<file path="config.mk">
export PLATFORM = sky130hd
export DESIGN_NAME = srcf_top
export DESIGN_NICKNAME = d
export VERILOG_FILES = /design/src/shared/srcf_pkg.sv /design/src/logic/srcf_pulse_gen.sv /design/src/logic/srcf_top.sv
export SDC_FILE = /design/constraint.sdc
export NUM_CORES = 1
export LEC_CHECK = 0
export BUFFER_PORTS_ARGS = -buffer_cell sky130_fd_sc_hd__buf_2
export CAP_MARGIN = 20
export CORE_UTILIZATION = 55
export CTS_BUF_LIST = sky130_fd_sc_hd__clkbuf_16
export DETAILED_ROUTE_END_ITERATION = 10
export PLACE_DENSITY = 0.71
export SLEW_MARGIN = 20
export SYNTH_ARGS = -nofsm -noshare
export SYNTH_HDL_FRONTEND = slang
export SYNTH_SLANG_ARGS = --single-unit
export TNS_END_PERCENT = 30
</file>
<file path="constraint.sdc">
create_clock -name CLK_SYS -period 6.3 [get_ports CLK_SYS]
set_clock_uncertainty 0.1 [all_clocks]
set_input_delay 1.26 -clock CLK_SYS [delete_from_list [all_inputs] [get_ports CLK_SYS]]
set_output_delay 1.26 -clock CLK_SYS [all_outputs]
set_load 0.01 [all_outputs]
</file>
<file path="src/shared/srcf_pkg.sv">
package srcf_pkg;

  // register map of the serial port (7-bit address, 8-bit data)
  localparam logic [6:0] ADDR_SR_DELAY  = 7'h60;
  localparam logic [6:0] ADDR_UNLOCK    = 7'h61;
  localparam logic [6:0] ADDR_PULSE_CNT = 7'h62;
  localparam logic [6:0] ADDR_CTRL      = 7'h63;
  localparam logic [6:0] ADDR_VCXO_CFG  = 7'h64;

  // reset values and the unlock code
  localparam logic [7:0] RST_SR_DELAY  = 8'h00;
  localparam logic [7:0] RST_UNLOCK    = 8'h00;
  localparam logic [7:0] RST_PULSE_CNT = 8'h02;
  localparam logic [7:0] UNLOCK_CODE   = 8'h4B;

  // bit positions inside the control register
  localparam int CTRL_INSEL  = 0;
  localparam int CTRL_SRCSEL = 1;
  localparam int CTRL_MODE   = 2;
  localparam int CTRL_MASK   = 3;
  localparam int CTRL_WIRE   = 4;
  localparam int CTRL_LVL0   = 5;
  localparam int CTRL_LVL1   = 6;
  localparam int CTRL_TRIG   = 7;

  // vcxo output startup setting: lvpecl, 750 mV, powered on
  localparam logic       STYLE_LVPECL = 1'b0;
  localparam logic [1:0] AMP_750MV    = 2'h1;
  localparam logic       PWR_ON       = 1'b1;

  // serial frame: read flag, 7 address bits, 8 data bits
  localparam logic [4:0] FRAME_LAST = 5'h0F;
  localparam logic [4:0] ADDR_DONE  = 5'h08;
  localparam logic [4:0] CNT_ZERO   = 5'h00;
  localparam logic [4:0] CNT_ONE    = 5'h01;

  // timing
  localparam int DELAY_STEP_PS    = 509;
  localparam int CLK_PERIOD_PS    = 10000;
  localparam int SYSREF_PERIOD_NS = 80;
  localparam int HALF_CYC_INT     = (SYSREF_PERIOD_NS * 1000) / CLK_PERIOD_PS / 2;
  localparam logic [7:0] HALF_CYC_LAST = 8'(HALF_CYC_INT - 1);
  localparam logic [7:0] BYTE_ZERO     = 8'h00;
  localparam logic [7:0] BYTE_ONE      = 8'h01;

  typedef struct packed {
    logic lvl1;
    logic lvl0;
    logic wire_mode;
    logic mask;
    logic mode;
    logic srcsel;
    logic insel;
  } srcf_ctrl_t;

  typedef struct packed {
    logic       pd_n;
    logic       style;
    logic [1:0] amp;
  } srcf_vcxo_t;

  localparam srcf_vcxo_t VCXO_STARTUP = '{pd_n: PWR_ON, style: STYLE_LVPECL, amp: AMP_750MV};
  localparam srcf_ctrl_t CTRL_RESET   = '0;

  typedef enum logic [1:0] {G_IDLE, G_HIGH, G_LOW} srcf_gen_t;

endpackage : srcf_pkg

</file>
<file path="src/logic/srcf_pulse_gen.sv">
`timescale 1ns/1ps
module srcf_pulse_gen
  import srcf_pkg::*;
(
  input  wire logic       clk,
  input  wire logic       rst,
  input  wire logic       start,
  input  wire srcf_ctrl_t ctrl,
  input  wire logic [7:0] count,
  input  wire logic       ext_pin,
  input  wire logic       alt_in,
  output logic            sysref_reg,
  output logic            power_reg
);

  srcf_gen_t  state_reg, state_next;
  logic [7:0] tmr_reg, tmr_next;
  logic [7:0] left_reg, left_next;
  logic [7:0] seen_reg;

  wire sel_in   = ctrl.insel ? alt_in : ext_pin;
  wire tmr_done = (tmr_reg == BYTE_ZERO);
  wire stop     = ctrl.srcsel | (~ctrl.mode & (left_reg == BYTE_ZERO));
  wire go       = start & ~ctrl.srcsel & (ctrl.mode | (count != BYTE_ZERO));

  always_comb begin
    state_next = state_reg;
    tmr_next   = tmr_done ? tmr_reg : tmr_reg - BYTE_ONE;
    left_next  = left_reg;
    if (go) begin
      state_next = G_HIGH;
      tmr_next   = HALF_CYC_LAST;
      left_next  = count;
    end else begin
      case (state_reg)
        G_HIGH: if (tmr_done) begin
          state_next = G_LOW;
          tmr_next   = HALF_CYC_LAST;
          if (!ctrl.mode) left_next = left_reg - BYTE_ONE;
        end
        G_LOW: if (tmr_done) begin
          state_next = stop ? G_IDLE : G_HIGH;
          tmr_next   = HALF_CYC_LAST;
        end
        default: state_next = G_IDLE;
      endcase
    end
  end

  always_ff @(posedge clk) begin
    if (rst) begin
      state_reg  <= G_IDLE;
      tmr_reg    <= BYTE_ZERO;
      left_reg   <= BYTE_ZERO;
      sysref_reg <= 1'b0;
      power_reg  <= 1'b0;
    end else begin
      state_reg  <= state_next;
      tmr_reg    <= tmr_next;
      left_reg   <= left_next;
      sysref_reg <= ctrl.srcsel ? sel_in : (state_next == G_HIGH);
      power_reg  <= ctrl.srcsel | (state_next != G_IDLE);
    end
  end

  // pulses started after the first one since the last launch, for checking only
  always_ff @(posedge clk) begin
    if (rst || go) seen_reg <= BYTE_ZERO;
    else if (state_reg == G_LOW && state_next == G_HIGH) seen_reg <= seen_reg + BYTE_ONE;
  end

  a_count_bound: assert property (@(posedge clk) disable iff (rst)
    (!ctrl.mode && !ctrl.srcsel && state_reg != G_IDLE)
      |-> (seen_reg < count))
    else $error("counted burst exceeded pulse count");

  a_counted_ends: assert property (@(posedge clk) disable iff (rst)
    (state_reg == G_LOW && tmr_done && !ctrl.mode && !ctrl.srcsel && left_reg == BYTE_ZERO
      && !go) |=> state_reg == G_IDLE ##1 !sysref_reg)
    else $error("counted burst did not stop");

  a_cont_runs: assert property (@(posedge clk) disable iff (rst)
    (state_reg == G_LOW && tmr_done && ctrl.mode && !ctrl.srcsel && !go)
      |=> state_reg == G_HIGH)
    else $error("continuous mode stopped");

  c_counted: cover property (@(posedge clk) disable iff (rst)
    go && !ctrl.mode ##[1:400] state_reg == G_IDLE);

endmodule : srcf_pulse_gen

</file>
<file path="src/logic/srcf_top.sv">
`timescale 1ns/1ps
// Function
// - global delay code steps sysref outputs 509ps
// - without code 0x4B vcxo output stays startup
// - input select: pin when 0, third input
// - source select: trigger bit or external pin
// - pulse mode: counted bursts or continuous
// - lock mask keeps vcxo lock off pin
// - wire mode: 3-wire shared data, 4-wire output
// - trigger powers up and releases pulses
// - trigger ignored when external source selected
// - trigger aligns outputs and applies delay
// - counted burst gives 1 to 255 pulses
module srcf_top
  import srcf_pkg::*;
(
  input  wire logic       CLK_SYS,
  input  wire logic       SYS_RST,
  input  wire logic       SPI_SCLK,
  input  wire logic       SPI_CS_N,
  input  wire logic       SERIAL_DATA_SENSE,
  output logic            SERIAL_DATA_DRIVE,
  output logic            SERIAL_DATA_OE,
  output logic            SERIAL_OUT_DRIVE,
  output logic            SERIAL_OUT_OE,
  input  wire logic       EXT_SYSREF_PIN,
  input  wire logic       SYSREF_ALT_IN,
  input  wire logic       VCXO_PLL_LOCK_LOSS,
  input  wire logic       SYNTH_PLL_LOCK_LOSS,
  output logic            SYSREF_OUT,
  output logic            SYSREF_POWER_UP,
  output logic            SYSREF_ALIGN,
  output logic [7:0]      SYSREF_DELAY_CODE,
  output logic            VCXO_OUT_POWER_DOWN_N,
  output logic            VCXO_OUT_STYLE,
  output logic [1:0]      VCXO_OUT_AMPLITUDE,
  output logic            SERIAL_IO_LEVEL_3V3,
  output logic            STATUS_IO_LEVEL_3V3,
  output logic            LOCK_OUT
);

  // configuration registers
  logic [7:0] global_sysref_delay_reg;
  logic [7:0] vcxo_out_mod_unlock_reg;
  logic [7:0] sysref_pulse_count_reg;
  srcf_ctrl_t ctrl_reg;
  srcf_vcxo_t vcxo_cfg_reg;
  logic       sysref_trigger_reg;

  // serial port state
  logic        sclk_prev_reg;
  logic [4:0]  bit_cnt_reg;
  logic [14:0] shift_in_reg;
  logic [7:0]  tx_reg;
  logic        rd_phase_reg;

  // serial edges; pins are synchronous to the system clock
  wire sclk_rise = SPI_SCLK & ~sclk_prev_reg & ~SPI_CS_N;
  wire sclk_fall = ~SPI_SCLK & sclk_prev_reg & ~SPI_CS_N;

  wire       frame_rd = shift_in_reg[7];
  wire [6:0] rd_addr  = shift_in_reg[6:0];
  wire       wr_en    = sclk_rise & (bit_cnt_reg == FRAME_LAST) & ~shift_in_reg[14];
  wire [6:0] wr_addr  = shift_in_reg[13:7];
  wire [7:0] wr_data  = {shift_in_reg[6:0], SERIAL_DATA_SENSE};

  wire wr_delay  = wr_en & (wr_addr == ADDR_SR_DELAY);
  wire wr_unlock = wr_en & (wr_addr == ADDR_UNLOCK);
  wire wr_count  = wr_en & (wr_addr == ADDR_PULSE_CNT);
  wire wr_ctrl   = wr_en & (wr_addr == ADDR_CTRL);
  wire wr_vcxo   = wr_en & (wr_addr == ADDR_VCXO_CFG);

  wire [7:0] ctrl_rd = {sysref_trigger_reg, ctrl_reg};
  wire [7:0] vcxo_rd = {4'h0, vcxo_cfg_reg};

  // read mux; unmapped addresses read as zero
  wire [7:0] rd_data =
    (rd_addr == ADDR_SR_DELAY)  ? global_sysref_delay_reg :
    (rd_addr == ADDR_UNLOCK)    ? vcxo_out_mod_unlock_reg :
    (rd_addr == ADDR_PULSE_CNT) ? sysref_pulse_count_reg  :
    (rd_addr == ADDR_CTRL)      ? ctrl_rd                 :
    (rd_addr == ADDR_VCXO_CFG)  ? vcxo_rd                 : BYTE_ZERO;

  // trigger: only honoured with the internal source selected
  wire trig_req = wr_ctrl & wr_data[CTRL_TRIG] & ~wr_data[CTRL_SRCSEL];
  wire launch   = sysref_trigger_reg & ~ctrl_reg.srcsel;

  wire        unlocked = (vcxo_out_mod_unlock_reg == UNLOCK_CODE);
  srcf_vcxo_t vcxo_eff;
  assign vcxo_eff = unlocked ? vcxo_cfg_reg : VCXO_STARTUP;

  wire lock_loss = SYNTH_PLL_LOCK_LOSS | (VCXO_PLL_LOCK_LOSS & ~ctrl_reg.mask);

  wire       rd_start  = sclk_fall & (bit_cnt_reg == ADDR_DONE) & frame_rd;
  wire       rd_shift  = sclk_fall & rd_phase_reg;
  wire [7:0] tx_next   = rd_start ? rd_data : {tx_reg[6:0], 1'b0};
  wire       rd_active = rd_phase_reg | rd_start;

  // serial shift logic
  always_ff @(posedge CLK_SYS) begin
    if (SYS_RST) begin
      sclk_prev_reg <= 1'b0;
      bit_cnt_reg   <= CNT_ZERO;
      shift_in_reg  <= '0;
      tx_reg        <= BYTE_ZERO;
      rd_phase_reg  <= 1'b0;
    end else begin
      sclk_prev_reg <= SPI_SCLK;
      if (SPI_CS_N) begin
        bit_cnt_reg  <= CNT_ZERO;
        rd_phase_reg <= 1'b0;
      end else begin
        if (sclk_rise) begin
          shift_in_reg <= {shift_in_reg[13:0], SERIAL_DATA_SENSE};
          bit_cnt_reg  <= bit_cnt_reg + CNT_ONE;
        end
        if (rd_start || rd_shift) tx_reg <= tx_next;
        if (rd_start) rd_phase_reg <= 1'b1;
        else if (sclk_rise && bit_cnt_reg == FRAME_LAST) rd_phase_reg <= 1'b0;
      end
    end
  end

  // serial pin drivers; in 3-wire mode the output pin never drives
  always_ff @(posedge CLK_SYS) begin
    if (SYS_RST) begin
      SERIAL_DATA_DRIVE <= 1'b0;
      SERIAL_DATA_OE    <= 1'b0;
      SERIAL_OUT_DRIVE  <= 1'b0;
      SERIAL_OUT_OE     <= 1'b0;
    end else begin
      if (rd_start || rd_shift) begin
        SERIAL_DATA_DRIVE <= tx_next[7];
        SERIAL_OUT_DRIVE  <= tx_next[7];
      end
      SERIAL_DATA_OE <= ~ctrl_reg.wire_mode & rd_active & ~SPI_CS_N;
      SERIAL_OUT_OE  <= ctrl_reg.wire_mode & ~SPI_CS_N;
    end
  end

  // configuration writes
  always_ff @(posedge CLK_SYS) begin
    if (SYS_RST) begin
      global_sysref_delay_reg <= RST_SR_DELAY;
      vcxo_out_mod_unlock_reg <= RST_UNLOCK;
      sysref_pulse_count_reg  <= RST_PULSE_CNT;
      ctrl_reg                <= CTRL_RESET;
      vcxo_cfg_reg            <= VCXO_STARTUP;
    end else begin
      if (wr_delay) global_sysref_delay_reg <= wr_data;
      if (wr_unlock) vcxo_out_mod_unlock_reg <= wr_data;
      if (wr_count) sysref_pulse_count_reg <= wr_data;
      if (wr_ctrl) ctrl_reg <= wr_data[6:0];
      if (wr_vcxo) vcxo_cfg_reg <= wr_data[3:0]; // held while locked, applied at unlock
    end
  end

  // self-clearing trigger; a new request wins over the clear
  always_ff @(posedge CLK_SYS) begin
    if (SYS_RST) sysref_trigger_reg <= 1'b0;
    else if (trig_req) sysref_trigger_reg <= 1'b1;
    else if (launch) sysref_trigger_reg <= 1'b0;
  end

  // alignment and delay take effect only at launch
  always_ff @(posedge CLK_SYS) begin
    if (SYS_RST) begin
      SYSREF_ALIGN      <= 1'b0;
      SYSREF_DELAY_CODE <= RST_SR_DELAY;
    end else begin
      SYSREF_ALIGN <= launch;
      if (launch) SYSREF_DELAY_CODE <= global_sysref_delay_reg;
    end
  end

  // outputs steered by the configuration fields
  always_ff @(posedge CLK_SYS) begin
    if (SYS_RST) begin
      VCXO_OUT_POWER_DOWN_N <= PWR_ON;
      VCXO_OUT_STYLE        <= STYLE_LVPECL;
      VCXO_OUT_AMPLITUDE    <= AMP_750MV;
      SERIAL_IO_LEVEL_3V3   <= 1'b0;
      STATUS_IO_LEVEL_3V3   <= 1'b0;
      LOCK_OUT              <= 1'b0;
    end else begin
      VCXO_OUT_POWER_DOWN_N <= vcxo_eff.pd_n;
      VCXO_OUT_STYLE        <= vcxo_eff.style;
      VCXO_OUT_AMPLITUDE    <= vcxo_eff.amp;
      SERIAL_IO_LEVEL_3V3   <= ctrl_reg.lvl0;
      STATUS_IO_LEVEL_3V3   <= ctrl_reg.lvl1;
      LOCK_OUT              <= ~lock_loss;
    end
  end

  srcf_pulse_gen srcf_pulse_gen_i (
    .clk        (CLK_SYS),
    .rst        (SYS_RST),
    .start      (launch),
    .ctrl       (ctrl_reg),
    .count      (sysref_pulse_count_reg),
    .ext_pin    (EXT_SYSREF_PIN),
    .alt_in     (SYSREF_ALT_IN),
    .sysref_reg (SYSREF_OUT),
    .power_reg  (SYSREF_POWER_UP)
  );

  // checks
  a_delay_apply: assert property (@(posedge CLK_SYS) disable iff (SYS_RST)
    launch && !wr_delay |=> SYSREF_DELAY_CODE == $past(global_sysref_delay_reg) && SYSREF_ALIGN)
    else $error("delay code not applied at launch");

  a_vcxo_startup: assert property (@(posedge CLK_SYS) disable iff (SYS_RST)
    (vcxo_out_mod_unlock_reg != UNLOCK_CODE) |=> VCXO_OUT_POWER_DOWN_N == PWR_ON
      && VCXO_OUT_STYLE == STYLE_LVPECL && VCXO_OUT_AMPLITUDE == AMP_750MV)
    else $error("vcxo output left startup while locked");

  a_input_select: assert property (@(posedge CLK_SYS) disable iff (SYS_RST)
    ctrl_reg.srcsel |=> SYSREF_OUT == ($past(ctrl_reg.insel) ? $past(SYSREF_ALT_IN)
      : $past(EXT_SYSREF_PIN)))
    else $error("external sysref path wrong input");

  a_trig_ignored: assert property (@(posedge CLK_SYS) disable iff (SYS_RST)
    ctrl_reg.srcsel && !trig_req |=> !sysref_trigger_reg ##1 !SYSREF_ALIGN)
    else $error("trigger acted under external source");

  a_trig_power: assert property (@(posedge CLK_SYS) disable iff (SYS_RST)
    launch && sysref_pulse_count_reg != BYTE_ZERO |-> ##2 SYSREF_POWER_UP && SYSREF_OUT)
    else $error("trigger did not release pulses");

  a_trig_selfclr: assert property (@(posedge CLK_SYS) disable iff (SYS_RST)
    sysref_trigger_reg && !trig_req |=> !sysref_trigger_reg)
    else $error("trigger bit did not clear");

  a_lock_mask: assert property (@(posedge CLK_SYS) disable iff (SYS_RST)
    !SYS_RST && !SYNTH_PLL_LOCK_LOSS && (ctrl_reg.mask || !VCXO_PLL_LOCK_LOSS) |=> LOCK_OUT)
    else $error("masked vcxo lock loss reached lock pin");

  a_outpin_hiz: assert property (@(posedge CLK_SYS) disable iff (SYS_RST)
    !$past(ctrl_reg.wire_mode) |-> !SERIAL_OUT_OE)
    else $error("output pin driven in 3-wire mode");

  c_unlock: cover property (@(posedge CLK_SYS) disable iff (SYS_RST)
    wr_vcxo ##[1:200] wr_unlock && wr_data == UNLOCK_CODE);

  c_continuous: cover property (@(posedge CLK_SYS) disable iff (SYS_RST)
    launch && ctrl_reg.mode ##[20:60] SYSREF_OUT);

  c_read4: cover property (@(posedge CLK_SYS) disable iff (SYS_RST)
    rd_start && ctrl_reg.wire_mode);

endmodule : srcf_top

</file>
==> summary.md, run 1 <==
| Metric | Value |
|---|---|
| TritonCTS clock tree | `done` |
| Critical Path End Type | `flip-flop` |
| Final HPWL DP | `6680 um` |
| Syn Nets | `between 500 and 600` |
| Skew-Pair Late Insertion Delay | `340 ps` |
| Synth Cell Area | `4580 um2` |
| Htree depth | `3` |
| Placer Congestion | `0.792` |
| Avg Cell Area, Syn | `8.99 um2` |
| Max reg flops | `15` |
| Setup bufs post-CTS | `0` |
| CTS Buf Count | `9` |
| Core area | `7890 um2` |
| Worst vdd ir | `152 uV` |
| GR Layer Usage met2 | `about two fifths` |
| Flops & latches, synth | `104` |
| Fin crit share | `52.4%` |
| Sequential element share of the synthesized area | `between 40% and 50%` |
| Synth unique cells | `54` |
| Die height | `between 90 and 100 um` |
| Die footprint | `about 8700 um2` |
| Initial antenna violation count | `0` |
| Post-synth EDFFs | `0` |
| Site row count | `32` |
| Max_cap viols | `0` |
| Cells after Synth | `just over 500` |
| Port bufs | `30` |
| Final min period | `3300 ps` |
| Worst EP arrival | `3430 ps` |
| Root Driver | `clkbuf_16` |
| # DRC | `0` |
| Worst slew margin | `32.9%` |
| Fin util | `63.5%` |
| Area Growth Syn to Fin | `9.51%` |
| Total GRT Usage | `24.5%` |
| Slew of the pin with the lowest slew margin | `997 ps` |
| Clock Pin Slew Worst Setup and Hold Paths | `70 ps` |
| Total gr overflow | `0` |
| First DRT Iteration DRCs | `209` |
| HP Class | `reg -> reg` |
| Async set-or-reset flop fraction in the synthesized netlist | `0%` |
| Syn. warnings | `0` |
| Setup violations, final | `0` |
| Critical Path, Cell by Cell | `buf_2, or3b_1, nor3b_4, nand4b_1, a211o_1` |
| Crit Path Class | `in -> reg` |
| ANT cells | `0` |
| First-pass GRT wire length | `16600 um` |
| Largest net degree at the start of global routing | `89` |
| NumNets Final | `539` |
| GRT busiest layer | `met2` |
| Critical-path top delay cell | `or3b_1` |
| Synth Flop Type | `dfxtp_1` |
| P_leak | `0.00191 uW` |
| Count of pins over their slew limit | `0` |
| Starting density of the core | `~58%` |
| CTS resizes | `0` |
| Worst-path fanout max | `17` |
| Vias | `3575` |
| Outcome | `finished, final reports clean` |
| RSZ-0062 raised after global routing | `false` |
| Via density | `about 5.7` |
| Width of the die | `about 93 um` |
| FMAX | `303 MHz` |
| Layout cells sized above 1 | `12.2%` |
| IO Count | `31` |
| Setup TNS | `0 ps` |
| Req. time, crit path | `6430 ps` |
| Clk sink count | `approximately 100` |
| Final ANT Viol Nets | `0` |
| Met3 Use GR | `~6.3%` |
| DR WL/cell | `around 15 um` |
| # hold bufs at CTS | `0` |
| Final Hold Vio Count | `0` |
| Number of global-route vias before repair | `3458` |
| Power Density | `285 nW/um2` |
| Met1 Track Usage GR | `about 32%` |
| Worst Setup Start Kind | `input port` |
| Worst path max stage delay | `600 ps` |
| Post-Route WL | `about 9600 um` |
| Maximum buffer depth of the clock tree | `2` |
| TritonRoute pass-1 iters | `5` |
-- routing by layer --
layer	wire length, um	part of all wire (%)
met1	4580	47
met2	4560	47
met3	390	4.0
met4	119	1.2
met5	0	0
-- power by group --
group,switching [uW],leakage [uW],internal [uW],total [uW]
registers,30.8,0.000840,680,711
logic,89.7,0.000927,77.9,168
clock network,244,0.000143,308,552
total,364,0.00191,1070,1430
-- stage by stage --
stage          total power (uW)  cells  hold WS [ps]  setup slack (ps)  cell area, um2
3_5_place_dp                894    612           348              2640            4720
5_1_grt                    1500    628           393              2770            5010
2_1_floorplan               861    509           320              3430            4580
6_report                   1430    628           359              3000            5010
4_1_cts                    1440    628           362              3010            5010
3_3_place_gp                888    612           345              2730            4720
-- cells in the mapped netlist (6+ instances only) --
| library cell | n | area, um2 |
|---|---|---|
| dfxtp_1 | 104 | 2080 |
| nor2_1 | 73 | 274 |
| nand2_1 | 67 | 251 |
| a21oi_1 | 38 | 190 |
| mux2i_1 | 37 | 370 |
| clkbuf_1 | 20 | 75.1 |
| nor3_1 | 15 | 75.1 |
| inv_1 | 14 | 52.6 |
| nand2b_1 | 12 | 75.1 |
| a211oi_1 | 10 | 75.1 |
| ha_1 | 9 | 113 |
| o21ai_0 | 9 | 45.0 |
| xnor2_1 | 8 | 70.1 |
| xor2_1 | 7 | 61.3 |
| nand3_1 | 6 | 30.0 |
| nor2b_1 | 6 | 37.5 |
-- path summary, 6_finish.rpt --
| check | startpoint | cells after the start | slack, ps | end |
|---|---|---|---|---|
| max | SPI_CS_N | 5 | 3000 | sysref_pulse_count_reg[1] |
| min reg2reg | SYSREF_DELAY_CODE[3] | 2 | 360 | SYSREF_DELAY_CODE[3] |
| min | SYSREF_DELAY_CODE[3] | 2 | 360 | SYSREF_DELAY_CODE[3] |
| max reg2reg | sclk_prev_reg | 4 | 3670 | sysref_pulse_count_reg[1] |
-- layout by cell type (no fill, tap or decap), types with 6 or more instances in the layout --
cell type	count
dfxtp_1	104
nor2_1	73
nand2_1	67
a21oi_1	38
mux2i_1	37
buf_2	30
inv_1	15
nor3_1	15
nand2b_1	12
a211oi_1	10
o21ai_0	9
ha_1	9
clkbuf_16	9
xnor2_1	8
xor2_1	7
nor2b_1	6
nand3_1	6
-- cell type report --
cell class | instances | area, um2
Inverter | 14 | 52.6
Tap cell | 102 | 128
Multi-Input combinational cell | 360 | 2290
Timing Repair Buffer | 32 | 165
Sequential cell | 104 | 2080
Fill cell | 698 | 2880
Clock inverter | 7 | 71.3
Clock buffer | 9 | 225
-- worst max-delay path: cells and delay by family --
kind / cells / cell delay, ps
buffers and inverters: 1 / 120
AOI/OAI and AO/OA: 1 / 480
and+or+nand+nor: 3 / 1570
-- cells by family (layout without fill, tap and decap cells) --
logic type | Yosys count | count (layout) | synth area share [%]
buf+inv | 45 | 62 | 4.62
simple gates | 221 | 221 | 24.5
compound gates | 73 | 73 | 9.79
xor+xnor | 15 | 15 | 2.87
fa+ha+maj | 9 | 9 | 2.46
mux | 42 | 42 | 10.3
flops | 104 | 104 | 45.5
(Power assumes the default switching activity.)
==> inputs of run 2 (changes only) <==
--- a/config.mk
+++ b/config.mk
@@ -7,10 +7,10 @@
 export LEC_CHECK = 0
 export BUFFER_PORTS_ARGS = -buffer_cell sky130_fd_sc_hd__buf_2
 export CAP_MARGIN = 20
-export CORE_UTILIZATION = 55
+export CORE_UTILIZATION = 54
 export CTS_BUF_LIST = sky130_fd_sc_hd__clkbuf_16
 export DETAILED_ROUTE_END_ITERATION = 10
-export PLACE_DENSITY = 0.71
+export PLACE_DENSITY = 0.72
 export SLEW_MARGIN = 20
 export SYNTH_ARGS = -nofsm -noshare
 export SYNTH_HDL_FRONTEND = slang
==> constraint.sdc (replaced) <==
create_clock -name CLK_SYS -period 3 [get_ports CLK_SYS]
set_clock_uncertainty 0.1 [all_clocks]
set_input_delay 0.6 -clock CLK_SYS [delete_from_list [all_inputs] [get_ports CLK_SYS]]
set_output_delay 0.6 -clock CLK_SYS [all_outputs]
set_load 0.01 [all_outputs]
==> run 2 against run 1 <==
Net effect: die area up 1.8%; global-route usage down 0.94 points; sequential share of layout area down 0.48 points; cell count up 1.6%; flip-flop and latch count unchanged; critical endpoint is now vcxo_out_mod_unlock_reg[2].
==> summary.md, run 2 (synthesis results as in run 1) <==
| Metric | Value |
|---|---|
| Outcome | `finished, final reports clean` |
| Die footprint | `8850 um2` |
| Core area | `8220 um2` |
| Met3 wire len | `272 um` |
| Final Hold Vio Count | `0` |
| Htree depth | `3` |
| Layout cells sized above 1 | `13.3%` |
| Number of global-route vias before repair | `3332` |
| Worst Setup Start Kind | `flip-flop` |
| Total chip power | `2980 uW` |
| Final HPWL DP | `6630 um` |
| Area Growth Syn to Fin | `10.8%` |
| Max reg flops | `15` |
| FMAX | `between 400 and 500 MHz` |
| Worst vdd ir | `264 uV` |
| Fin crit share | `78.0%` |
| Vias | `about 3600` |
| NumNets Final | `546` |
| CTS resizes | `0` |
| P_leak | `just under 0.002 uW` |
| Clock Pin Slew Worst Setup and Hold Paths | `about 80 ps` |
| Placer Congestion | `0.913` |
| Count of pins over their slew limit | `0` |
| Port bufs | `30` |
| Crit Path Class | `reg -> reg` |
| TritonRoute pass-1 iters | `4` |
| Setup TNS | `0 ps` |
| Worst slew margin | `between 60 and 70%` |
| Starting density of the core | `55.7%` |
| DR WL/cell | `15.0 um` |
| Largest net degree at the start of global routing | `88` |
| Clk sink count | `between 100 and 150` |
| RSZ-0062 raised after global routing | `false` |
| Total GRT Usage | `23.6%` |
| Root Driver | `clkbuf_16` |
| Skew-Pair Late Insertion Delay | `roughly 350 ps` |
| Site row count | `33` |
| ANT cells | `0` |
| Fin util | `61.7%` |
| IO Count | `31` |
| Max_cap viols | `0` |
| Total gr overflow | `0` |
| # DRC | `0` |
| Post-Route WL | `9560 um` |
| # hold bufs at CTS | `0` |
| Critical Path End Type | `flip-flop` |
| TritonCTS clock tree | `done` |
| Most common cell after layout, fill and taps aside | `dfxtp_1` |
| Width of the die | `94.1 um` |
| Maximum buffer depth of the clock tree | `2` |
| Final min period | `2340 ps` |
| Setup violations, final | `0` |
| Routed met2 length | `4730 um` |
| Final ANT Viol Nets | `0` |
| Commonest cells after routing, fill and taps aside | `dfxtp_1, nor2_1, nand2_1, a21oi_1, mux2i_1` |
| Setup bufs post-CTS | `0` |
| Max Used Layer | `met4` |
| Power Density | `about 600 nW/um2` |
| Initial antenna violation count | `0` |
| Via density | `5.63` |
| Die height | `around 94 um` |
| First-pass GRT wire length | `16000 um` |
| First DRT Iteration DRCs | `about 180` |
| Req. time, crit path | `3120 ps` |
| Worst-path fanout max | `8` |
| Worst EP arrival | `2460 ps` |
| M1 WL | `around 4300 um` |
| CTS Buf Count | `9` |
| HP Class | `in -> reg` |
| Slew of the pin with the lowest slew margin | `578 ps` |
[run 2: cell type report]
cell class,count,area (um2)
clock buffers,9,225
clock inverters,7,61.3
well taps,105,131
repair buffers,39,230
inverters,14,52.6
flip-flops and latches,104,2080
fillers,720,3150
multi-input cells,360,2290
[run 2: layer usage]
metal	vias up	track usage [%]
li1	1793	-
met3	20	6.15
met2	45	38.1
met1	1732	30.1
met4	0	8.72
met5	-	0
[run 2: critical path: stages, from the launching register on]
cell     delay (ps)
dfxtp_1         390
ha_1            180
and3_1          160
ha_1            200
nor3b_4         330
and4b_1         540
mux2i_1         240
nor2_1           60
[run 2: through the flow]
| stage | setup WS, ps | cell area, um2 | std cells | hold slack, ps |
|---|---|---|---|---|
| after global placement | 486 | 4780 | 622 | 344 |
| after CTS | 655 | 5070 | 638 | 298 |
| after global routing | 507 | 5070 | 638 | 302 |
| after floorplan | 786 | 4580 | 509 | 320 |
| final | 659 | 5070 | 638 | 304 |
| after detailed placement | 433 | 4780 | 622 | 349 |
[run 2: where the power goes]
part	internal, uW	leakage, uW	switching [uW]	total [uW]
registers	1430	0.000840	62.3	1490
logic	167	0.000966	192	359
clock network	581	0.000142	553	1130
total	2180	0.00195	807	2980
[run 2: worst paths after layout]
check / startpoint / end / slack (ps) / depth (start not counted)
hold reg to reg: SYSREF_DELAY_CODE[3] / SYSREF_DELAY_CODE[3] / 360 / 2
setup / recovery: bit_cnt_reg[0] / vcxo_out_mod_unlock_reg[2] / 660 / 7
setup reg to reg: bit_cnt_reg[0] / vcxo_out_mod_unlock_reg[2] / 660 / 7
hold / removal: SYNTH_PLL_LOCK_LOSS / LOCK_OUT / 300 / 2
